### config.mk
export PLATFORM = sky130hd
export DESIGN_NAME = supply_supervisor_watchdog_modes
export DESIGN_NICKNAME = d
export VERILOG_FILES = /design/src/supervisor_pkg.sv /design/src/supply_supervisor_watchdog_modes.sv
export SDC_FILE = /design/constraint.sdc
export NUM_CORES = 1
export LEC_CHECK = 0
export BUFFER_PORTS_ARGS = -buffer_cell sky130_fd_sc_hd__buf_2
export CAP_MARGIN = 40
export CORE_ASPECT_RATIO = 0.7
export CORE_MARGIN = 3
export CORE_UTILIZATION = 54
export CTS_CLUSTER_DIAMETER = 150
export DETAILED_ROUTE_END_ITERATION = 16
export GPL_TIMING_DRIVEN = 0
export PLACE_DENSITY = 0.76
export SLEW_MARGIN = 40
export SYNTH_ARGS = -nofsm -noshare
export SYNTH_HDL_FRONTEND = slang
export SYNTH_SLANG_ARGS = --single-unit
### constraint.sdc
create_clock -name CORE_CLK_I -period 6.1 [get_ports CORE_CLK_I]
set_input_delay 0.915 -clock CORE_CLK_I [delete_from_list [all_inputs] [get_ports CORE_CLK_I]]
set_output_delay 0.915 -clock CORE_CLK_I [all_outputs]
set_load 0.01 [all_outputs]
### src/supervisor_pkg.sv
// Constants, types and timing for the supply supervisor,
// watchdog and operating mode controller.
// Assumes a single 125 MHz core clock.
package supervisor_pkg;

    // ----------------------------------------
    // Clock and time base
    // ----------------------------------------
    localparam int CLK_HZ = 125_000_000;
    localparam int CLK_NS = 1_000_000_000 / CLK_HZ;
    localparam int TICK_NS = 1000;
    localparam int TICK_CYC = TICK_NS / CLK_NS;
    localparam int CNT_W = 18;
    localparam int DIV_W = 8;

    // ----------------------------------------
    // Times in microseconds, counts in ticks
    // ----------------------------------------
    localparam int T_SHORT_US = 4000;
    localparam int T_RELEASE_US = 2000;
    localparam int T_LONG_WIN_US = 65000;
    localparam int T_REG_OFF_US = 200000;
    localparam int T_WAKE_US = 56;
    localparam int T_CLOSED_US = 8000;
    localparam int T_OPEN_US = 8000;
    localparam int SHORT_TICKS = (T_SHORT_US * 1000 + TICK_NS - 1) / TICK_NS;
    localparam int RELEASE_TICKS = (T_RELEASE_US * 1000 + TICK_NS - 1) / TICK_NS;
    localparam int LONG_WIN_TICKS = (T_LONG_WIN_US * 1000) / TICK_NS;
    localparam int REG_OFF_TICKS = (T_REG_OFF_US * 1000 + TICK_NS - 1) / TICK_NS;
    localparam int WAKE_TICKS = (T_WAKE_US * 1000 + TICK_NS - 1) / TICK_NS;
    localparam int CLOSED_TICKS = (T_CLOSED_US * 1000 + TICK_NS - 1) / TICK_NS;
    localparam int OPEN_TICKS = (T_OPEN_US * 1000) / TICK_NS;

    // ----------------------------------------
    // Limits, indices and reset values
    // ----------------------------------------
    localparam logic [3:0] FAIL_OFF_LIMIT = 4'h8;
    localparam logic [3:0] FAIL_STBY_LIMIT = 4'hF;
    localparam int SUP_MAIN = 0;
    localparam int SUP_REG = 1;
    localparam int SUP_BRIDGE = 2;
    localparam int IN_W = 15;
    localparam logic [3:0] FAIL_CNT_RST = 4'h0;
    localparam logic [CNT_W-1:0] CNT_RST = 18'h00000;

    // ----------------------------------------
    // Types
    // ----------------------------------------
    typedef enum logic [1:0] {
        MODE_ACTIVE = 2'b00,
        MODE_FLASH = 2'b01,
        MODE_REG_STBY = 2'b10,
        MODE_BAT_STBY = 2'b11
    } op_mode_t;

    typedef enum logic [1:0] {
        WD_IDLE = 2'b00,
        WD_LONG = 2'b01,
        WD_CLOSED = 2'b10,
        WD_OPEN = 2'b11
    } wd_state_t;

    typedef struct packed {
        logic [2:0] warn;
        logic [2:0] over;
        logic [2:0] under;
    } supply_t;

    typedef struct packed {
        logic fail_cmp;
        logic below_first;
        logic below_second;
        logic flash_entry_pin;
        logic ignition_wake_pin;
        logic load_high;
    } analog_t;

endpackage

### src/supply_supervisor_watchdog_modes.sv
// Supply flags, regulator supervision, reset output, window
// watchdog and four-state operating mode controller.
// Assumes comparator levels arrive asynchronously and that
// serial-side strobes come from logic on the core clock.
//
// Notes on behaviour
// - Each of three supplies latches warning, overvoltage, undervoltage flags.
// - Read-and-clear drops a supply flag only once its cause is gone.
// - Main or bridge supply overvoltage turns gate drivers off.
// - Supply undervoltage flags never change mode or functions.
// - Regulator below fail level 4 ms while on: battery standby, short flag.
// - Short flag clears only with short gone and battery standby left.
// - Reset output released 2 ms after regulator is on and above threshold.
// - Regulator below selected threshold pulses reset and latches flag.
// - Watchdog failure pulses reset and forces fail-safe, drivers off.
// - Watchdog runs in active; in regulator standby only on high load.
// - After reset release a 65 ms long window awaits a trigger of 1.
// - Toggled trigger inside the open window restarts the next cycle.
// - Eight consecutive failures switch the regulator off for 200 ms.
// - Seven more consecutive failures turn regulator off, battery standby.
// - Watchdog off in flash and in regulator standby with compare set.
// - Disable bit written in flash keeps watchdog off in active mode until reset.
// - Failure, undervoltage or battery wake restart the long window.
// - Rewriting the same trigger value is never a failure.
// - Four modes; flash entered while the flash pin is high.
// - Regulator standby: drivers off; wake returns active with 56 us pulse.
// - Standby request with target select enters the chosen standby.
// - Battery standby: regulator off, wake returns active, state kept.
`timescale 1ns/1ps
module supply_supervisor_watchdog_modes
    import supervisor_pkg::*;
#(
    parameter int SHORT_T = SHORT_TICKS,
    parameter int RELEASE_T = RELEASE_TICKS,
    parameter int LONG_WIN_T = LONG_WIN_TICKS,
    parameter int REG_OFF_T = REG_OFF_TICKS,
    parameter int WAKE_T = WAKE_TICKS,
    parameter int CLOSED_T = CLOSED_TICKS,
    parameter int OPEN_T = OPEN_TICKS
) (
    // Clock and reset
    input wire logic CORE_CLK_I,
    input wire logic RST_I,
    // Comparator levels, asynchronous
    input wire supply_t SUPPLY_CMP_I,
    input wire analog_t ANALOG_I,
    // Serial-side controls, core clock
    input wire logic WD_TOGGLE_WR_I,
    input wire logic WD_TOGGLE_BIT_I,
    input wire logic WD_DISABLE_BIT_I,
    input wire logic CURRENT_COMPARE_SELECT_I,
    input wire logic RESET_THRESHOLD_SELECT_I,
    input wire logic STANDBY_TARGET_SELECT_I,
    input wire logic STANDBY_REQUEST_I,
    input wire logic SERIAL_ACCESS_I,
    input wire supply_t CLEAR_SUPPLY_I,
    input wire logic CLEAR_REG_UV_I,
    input wire logic CLEAR_REG_SHORT_I,
    // Flags
    output supply_t SUPPLY_FLAGS_O,
    output logic REGULATOR_UNDERVOLTAGE_FLAG_O,
    output logic REGULATOR_SHORT_FLAG_O,
    // Pins and enables
    output logic RESET_OUTPUT_LOW_O,
    output logic WAKE_PULSE_OUT_LOW_O,
    output logic GATE_ENABLE_O,
    output logic PERIPH_ENABLE_O,
    output logic REGULATOR_ON_O,
    // Status
    output op_mode_t MODE_O,
    output wd_state_t WD_STATE_O,
    output logic [3:0] WD_FAIL_COUNT_O
);

    // ----------------------------------------
    // Input synchronisers
    // ----------------------------------------
    // Three stages; a bit moves only when stages two and three agree
    logic [IN_W-1:0] s1_q, s2_q, s3_q, filt_q;
    wire [IN_W-1:0] filt_d = (s2_q & s3_q) | (filt_q & (s2_q ^ s3_q));

    always_ff @(posedge CORE_CLK_I or posedge RST_I) begin
        if (RST_I) begin
            s1_q <= '0;
            s2_q <= '0;
            s3_q <= '0;
            filt_q <= '0;
        end else begin
            s1_q <= {SUPPLY_CMP_I, ANALOG_I};
            s2_q <= s1_q;
            s3_q <= s2_q;
            filt_q <= filt_d;
        end
    end

    wire supply_t sup = filt_q[IN_W-1:6];
    wire analog_t ana = filt_q[5:0];

    // ----------------------------------------
    // Microsecond tick
    // ----------------------------------------
    logic [DIV_W-1:0] div_q;
    logic tick_q;
    wire div_wrap = div_q == DIV_W'(TICK_CYC - 1);

    always_ff @(posedge CORE_CLK_I or posedge RST_I) begin
        if (RST_I) begin
            div_q <= '0;
            tick_q <= 1'b0;
        end else begin
            div_q <= div_wrap ? '0 : div_q + 1'b1;
            tick_q <= div_wrap;
        end
    end

    // ----------------------------------------
    // State registers and shared wires
    // ----------------------------------------
    op_mode_t mode_q, mode_d;
    wd_state_t wd_q, wd_d;
    supply_t sflag_q, sflag_d;
    logic uv_q, short_q, rst_low_q, wake_n_q;
    logic gate_q, periph_q, reg_on_q, off_run_q;
    logic failsafe_q, wd_dis_q, last_q;
    logic [3:0] fail_cnt_q;
    logic [CNT_W-1:0] short_cnt_q, rst_cnt_q, wd_cnt_q, off_cnt_q, wake_cnt_q;

    wire vdd_low = RESET_THRESHOLD_SELECT_I ? ana.below_second : ana.below_first;
    wire released = rst_low_q;
    wire in_bat = mode_q == MODE_BAT_STBY;
    wire in_reg_stby = mode_q == MODE_REG_STBY;
    wire wake_ev = SERIAL_ACCESS_I | ana.ignition_wake_pin;

    // ----------------------------------------
    // Supply and regulator flags
    // ----------------------------------------
    // Set wins over a clear in the same cycle
    wire supply_t sup_clr = CLEAR_SUPPLY_I & ~sup;
    assign sflag_d = sup | (sflag_q & ~sup_clr);
    wire uv_set = reg_on_q & released & vdd_low;
    wire uv_d = uv_set | (uv_q & ~(CLEAR_REG_UV_I & ~vdd_low));
    wire short_run = reg_on_q & ana.fail_cmp;
    wire short_hit = short_run & tick_q & (short_cnt_q == CNT_W'(SHORT_T - 1));
    wire short_clr = CLEAR_REG_SHORT_I & ~ana.fail_cmp & ~in_bat;
    wire short_d = short_hit | (short_q & ~short_clr);

    // ----------------------------------------
    // Watchdog
    // ----------------------------------------
    wire act_sup = mode_q == MODE_ACTIVE && !wd_dis_q;
    wire stby_sup = in_reg_stby && !CURRENT_COMPARE_SELECT_I && ana.load_high;
    wire wd_en = released & ~off_run_q & (act_sup | stby_sup);
    wire toggled = WD_TOGGLE_WR_I & (WD_TOGGLE_BIT_I != last_q);
    wire wd_tick = tick_q & (wd_q != WD_IDLE);
    wire long_end = wd_cnt_q == CNT_W'(LONG_WIN_T - 1);
    wire closed_end = wd_cnt_q == CNT_W'(CLOSED_T - 1);
    wire open_end = wd_cnt_q == CNT_W'(OPEN_T - 1);
    wire first_trig = wd_q == WD_LONG && WD_TOGGLE_WR_I && WD_TOGGLE_BIT_I;
    wire open_trig = wd_q == WD_OPEN && toggled;
    wire wd_good = wd_en & (first_trig | open_trig);
    wire early = wd_q == WD_CLOSED && toggled;
    wire late = tick_q & ((wd_q == WD_LONG & long_end) | (wd_q == WD_OPEN & open_end));
    wire wd_fail = wd_en & ~wd_good & (early | late);
    wire [3:0] fail_next = fail_cnt_q + 4'h1;
    wire hit_off = wd_fail & (fail_next == FAIL_OFF_LIMIT);
    wire hit_stby = wd_fail & (fail_next == FAIL_STBY_LIMIT);

    always_comb begin
        wd_d = wd_q;
        if (!wd_en) begin
            wd_d = WD_IDLE;
        end else if (wd_fail) begin
            wd_d = WD_LONG;
        end else if (wd_good) begin
            wd_d = WD_CLOSED;
        end else begin
            case (wd_q)
                WD_IDLE: wd_d = WD_LONG;
                WD_CLOSED: wd_d = (tick_q && closed_end) ? WD_OPEN : WD_CLOSED;
                default: wd_d = wd_q;
            endcase
        end
    end
    wire wd_cnt_clr = wd_d != wd_q || wd_good || wd_fail;

    // ----------------------------------------
    // Operating modes
    // ----------------------------------------
    wire to_bat = short_hit | hit_stby;
    wire op_mode_t reg_target = STANDBY_TARGET_SELECT_I ? MODE_BAT_STBY : MODE_REG_STBY;
    wire stby_wake = in_reg_stby & ~to_bat & wake_ev;
    wire bat_wake = in_bat & wake_ev;

    always_comb begin
        mode_d = mode_q;
        case (mode_q)
            MODE_ACTIVE: begin
                if (to_bat) begin
                    mode_d = MODE_BAT_STBY;
                end else if (ana.flash_entry_pin) begin
                    mode_d = MODE_FLASH;
                end else if (STANDBY_REQUEST_I) begin
                    mode_d = reg_target;
                end
            end
            MODE_FLASH: begin
                if (to_bat) begin
                    mode_d = MODE_BAT_STBY;
                end else if (!ana.flash_entry_pin) begin
                    mode_d = MODE_ACTIVE;
                end
            end
            MODE_REG_STBY: begin
                if (to_bat) begin
                    mode_d = MODE_BAT_STBY;
                end else if (wake_ev) begin
                    mode_d = MODE_ACTIVE;
                end
            end
            MODE_BAT_STBY: begin
                if (wake_ev) begin
                    mode_d = MODE_ACTIVE;
                end
            end
            default: mode_d = MODE_ACTIVE;
        endcase
    end

    // Undervoltage flags feed no term below
    wire drive_mode = mode_q == MODE_ACTIVE || mode_q == MODE_FLASH;
    wire periph_d = drive_mode & ~failsafe_q;
    wire ov_cut = sflag_q.over[SUP_MAIN] | sflag_q.over[SUP_BRIDGE];
    wire gate_d = periph_d & ~ov_cut;
    wire reg_on_d = ~in_bat & ~off_run_q;
    wire rst_hold = ~reg_on_q | vdd_low | wd_fail;
    wire rst_done = rst_cnt_q == CNT_W'(RELEASE_T);
    wire off_end = tick_q & (off_cnt_q == CNT_W'(REG_OFF_T - 1));
    wire wake_end = tick_q & (wake_cnt_q == CNT_W'(WAKE_T - 1));

    // ----------------------------------------
    // Registers
    // ----------------------------------------
    always_ff @(posedge CORE_CLK_I or posedge RST_I) begin
        if (RST_I) begin
            mode_q <= MODE_ACTIVE;
            sflag_q <= '0;
            uv_q <= 1'b0;
            short_q <= 1'b0;
            short_cnt_q <= CNT_RST;
        end else begin
            mode_q <= mode_d;
            sflag_q <= sflag_d;
            uv_q <= uv_d;
            short_q <= short_d;
            short_cnt_q <= short_run ? short_cnt_q + CNT_W'(tick_q) : CNT_RST;
        end
    end
    // Pin level, low while reset; a pulse after a failure lasts the release delay
    always_ff @(posedge CORE_CLK_I or posedge RST_I) begin
        if (RST_I) begin
            rst_cnt_q <= CNT_RST;
            rst_low_q <= 1'b0;
        end else begin
            rst_cnt_q <= rst_hold ? CNT_RST : rst_cnt_q + CNT_W'(tick_q && !rst_done);
            rst_low_q <= ~rst_hold & rst_done;
        end
    end
    always_ff @(posedge CORE_CLK_I or posedge RST_I) begin
        if (RST_I) begin
            wd_q <= WD_IDLE;
            wd_cnt_q <= CNT_RST;
            last_q <= 1'b0;
            wd_dis_q <= 1'b0;
            failsafe_q <= 1'b0;
        end else begin
            wd_q <= wd_d;
            wd_cnt_q <= wd_cnt_clr ? CNT_RST : wd_cnt_q + CNT_W'(wd_tick);
            last_q <= wd_good ? WD_TOGGLE_BIT_I : last_q;
            wd_dis_q <= wd_dis_q | (mode_q == MODE_FLASH && WD_DISABLE_BIT_I);
            failsafe_q <= wd_fail | (failsafe_q & ~wd_good);
        end
    end
    // Counter survives the regulator off interval on purpose
    always_ff @(posedge CORE_CLK_I or posedge RST_I) begin
        if (RST_I) begin
            fail_cnt_q <= FAIL_CNT_RST;
            off_run_q <= 1'b0;
            off_cnt_q <= CNT_RST;
        end else begin
            fail_cnt_q <= (wd_good || bat_wake || hit_stby) ? FAIL_CNT_RST : wd_fail ? fail_next : fail_cnt_q;
            off_run_q <= hit_off | (off_run_q & ~off_end & ~in_bat);
            off_cnt_q <= off_run_q ? off_cnt_q + CNT_W'(tick_q) : CNT_RST;
        end
    end
    always_ff @(posedge CORE_CLK_I or posedge RST_I) begin
        if (RST_I) begin
            wake_n_q <= 1'b1;
            wake_cnt_q <= CNT_RST;
            gate_q <= 1'b0;
            periph_q <= 1'b0;
            reg_on_q <= 1'b1;
        end else begin
            wake_n_q <= ~stby_wake & (wake_n_q | wake_end);
            wake_cnt_q <= wake_n_q ? CNT_RST : wake_cnt_q + CNT_W'(tick_q);
            gate_q <= gate_d;
            periph_q <= periph_d;
            reg_on_q <= reg_on_d;
        end
    end

    assign SUPPLY_FLAGS_O = sflag_q;
    assign REGULATOR_UNDERVOLTAGE_FLAG_O = uv_q;
    assign REGULATOR_SHORT_FLAG_O = short_q;
    assign RESET_OUTPUT_LOW_O = rst_low_q;
    assign WAKE_PULSE_OUT_LOW_O = wake_n_q;
    assign GATE_ENABLE_O = gate_q;
    assign PERIPH_ENABLE_O = periph_q;
    assign REGULATOR_ON_O = reg_on_q;
    assign MODE_O = mode_q;
    assign WD_STATE_O = wd_q;
    assign WD_FAIL_COUNT_O = fail_cnt_q;
endmodule

==> flow_summary.toml <==
[cells_and_area]
seq_area_um2 = 4680
n_fill_cell = 1086
stdcell_area_um2 = 9290
area_growth_pct = 14.5
drive_above_1_share_pct = 14.0
fin_cells = 1012
multi_input_area_um2 = 3240
utilization_pct = 64.9
nets = 874

[global_routing]
grt_pass1_vias = 5802
grt_usage_pct = 21.0
grt_pass1_wl_mm = 27.8
antenna_found_initial = 1
grt_start_max_net_pins = 77
overflow = 0

[floorplan]
rows = 36
die_x_um = 153
die_area_um2 = 16600
io-pin-count = 60
initial_core_util_pct = 56.7
die_h_um = 109
core-area_um2 = 14300

[critical_path]
cp_max_fo = 6
end_kind = "flip-flop"
crit_arrival_ns = 3.23
start_kind = "flip-flop"
crit_type = "reg -> reg"
required_ns = 6.41

[placement]
gp_congestion = 0.864
placed_area_um2 = 8710
dp_slack_ns = 3.25
dp_hpwl_mm = 11.8
portBuffers = 59
place_inst = 979

[synth]
synth_top_flop_cell = "dfrtp_1"
synth_edf_count = 0
synthArstFlopShare_pct = 100
synth_cell_type_count = 55
syn_area_um2 = 8120
synth-seq-cells = 187
synthCells = 728
syn_area_per_cell_um2 = 11.1
synth_seq_area_share_pct = 57.7
syn_nets = 794
synth_warnings = 0

[drt]
antenna_left = 0
drt-total-wl_mm = 16.6
routedWlPerCell_um = 16.4
drt_first_pass_iters = 5
drtIter0Drc = 349
vias_per_cell = 5.59
vias = 5656
drc = 0

[clock_tree]
path_clk_slew_ns = 0.07
cts_buffers = 17
cts_tree = "yes"
ctsHoldBuffers = 0
clock_sinks = 187
post_cts_buffers = 0
cts_resized = 0
clk_path_buf_depth = 2
clockRootBuffer = "clkbuf_16"
clkLatencyLatePin_ns = 0.43
h-tree-depth = 4

[sta]
slew-limit-headroom_pct = 56.9
timing.final.ws_setup_ns = 3.19
layout_worst_path_cycle_share_pct = 47.7
hold_viol_final = 0
fin_skew_ns = 0.00731
period_needed_ns = 2.91
max_freq_mhz = 343
maxSlewViolCount = 0
worst_pin_slew_ns = 0.641
setup_viol = 0
rsz0062_at_grt = "no"
setup_tns_ns = 0

[hold_path]
min_path_type = "reg -> reg"

[power_and_ir_drop]
power_density_nw_per_um2 = 274
ir_worst_vdd_v = 0.000193
p_leak_nw = 4.43

[status]
status = "completed"

[job]
drv_cap = 0
registers in the layout, summed over array words and instances (netlist names), 2 cells and up:
name             count
rst_cnt_q           18
wake_cnt_q          18
SUPPLY_FLAGS_O       9
s1_q                15
filt_q              15
WD_FAIL_COUNT_O      4
s2_q                15
WD_STATE_O           2
short_cnt_q         18
div_q                8
wd_cnt_q            18
s3_q                15
off_cnt_q           18
MODE_O               2
area by class of cell:
type | instances | area share, %
inverter | 35 | 1.49
clock buffer | 17 | 4.58
antenna | 1 | 0.0269
clock inverter | 15 | 1.62
sequential | 187 | 50.4
multi-input combinational | 491 | 34.9
buffer | 15 | 0.727
timing repair buffer | 61 | 3.77
tap | 190 | 2.56
cells in the mapped netlist (2+ instances only):
master / n / area share, %
dfrtp_1: 185 / 57
nor2_1: 79 / 3.7
xnor2_1: 50 / 5.4
nor3_1: 41 / 2.5
nand2_1: 39 / 1.8
inv_1: 35 / 1.6
nand3_1: 35 / 2.2
xor2_1: 32 / 3.5
ha_1: 30 / 4.6
a21o_1: 25 / 2.3
and2_1: 21 / 1.6
a21oi_1: 14 / 0.86
nor4_1: 14 / 1.1
and3_1: 12 / 0.93
o21ai_0: 12 / 0.74
or3_1: 12 / 0.93
nand4_1: 11 / 0.85
clkbuf_1: 9 / 0.42
or4_1: 5 / 0.46
a21boi_0: 4 / 0.37
nor2b_1: 4 / 0.31
a211oi_1: 3 / 0.28
and3b_1: 3 / 0.32
and4_1: 3 / 0.32
buf_2: 3 / 0.18
nor3b_1: 3 / 0.28
nor4b_1: 3 / 0.32
a211oi_2: 2 / 0.31
a31oi_1: 2 / 0.15
a32o_1: 2 / 0.25
a41o_1: 2 / 0.25
buf_4: 2 / 0.18
dfstp_2: 2 / 0.65
nand4b_1: 2 / 0.22
o211a_1: 2 / 0.25
o211ai_1: 2 / 0.18
o211ai_2: 2 / 0.31
o21a_1: 2 / 0.18
o22ai_1: 2 / 0.15
or4b_2: 2 / 0.25
per-stage QoR:
step	hold slack [ns]	power, mW
5_1_grt	0.355	2.64
6_report	0.351	2.54
3_3_place_gp	0.333	1.48
3_5_place_dp	0.335	1.50
4_1_cts	0.350	2.57
2_1_floorplan	0.331	1.42
worst paths after layout:
path / startpoint / depth (start not counted) / slack [ns] / end
max: rst_cnt_q[2] / 11 / 3.19 / rst_cnt_q[12]
min: s1_q[7] / 0 / 0.35 / s2_q[7]
max reg2reg: rst_cnt_q[2] / 11 / 3.19 / rst_cnt_q[12]
min reg2reg: s1_q[7] / 0 / 0.35 / s2_q[7]
max in group asynchronous: RST_I / 4 / 4.55 / REGULATOR_ON_O
min in group asynchronous: RST_I / 2 / 0.53 / filt_q[12]
kinds of logic (layout without fill, tap and decap cells):
family / count (synthesis) / in the layout / synth area share [%]
xor gates and xnor gates: 82 / 82 / 8.85
other: 0 / 1 / 0
muxes: 2 / 2 / 0.262
AOI/OAI and AO/OA: 81 / 81 / 7.14
and+or+nand+nor: 296 / 296 / 19.0
adders and majority gates: 30 / 30 / 4.63
buffers and inverters: 50 / 143 / 2.45
DFF: 187 / 187 / 57.7
metal layers:
metal / global-route usage, % / part of all wire (%)
met1: 26.8 / 44
met2: 35.3 / 49
met3: 5.56 / 5.3
met4: 7.37 / 1.7
met5: 0 / 0
report_power, final:
part	switching [mW]	internal [mW]	leakage [nW]
Combinational	0.0954	0.0584	1.81
Clock	0.524	0.548	0.282
Sequential	0.0323	1.28	2.34
worst max-delay path: stages (launching register included):
cell,delay (ns)
dfrtp_1,0.43
or4_1,0.52
nor4_1,0.22
nand4b_1,0.18
o21a_1,0.20
ha_1,0.20
ha_1,0.22
and3_1,0.22
nand3_1,0.24
nor3_1,0.12
xnor2_1,0.19
nor2_1,0.06
placed cells by master, fill, tap and decap left out, types with 3 or more instances in the layout:
cell / count
a211oi_1: 3
a21boi_0: 4
a21o_1: 25
a21oi_1: 14
and2_1: 21
and3_1: 12
and3b_1: 3
and4_1: 3
buf_2: 62
clkbuf_1: 9
clkbuf_16: 17
clkinv_4: 3
dfrtp_1: 185
ha_1: 30
inv_1: 34
inv_6: 5
inv_8: 6
nand2_1: 39
nand3_1: 35
nand4_1: 11
nor2_1: 79
nor2b_1: 4
nor3_1: 41
nor4_1: 14
nor4b_1: 3
o21ai_0: 12
or3_1: 12
or4_1: 5
xnor2_1: 50
xor2_1: 32
Note: power is estimated with default switching activity, not from simulation.
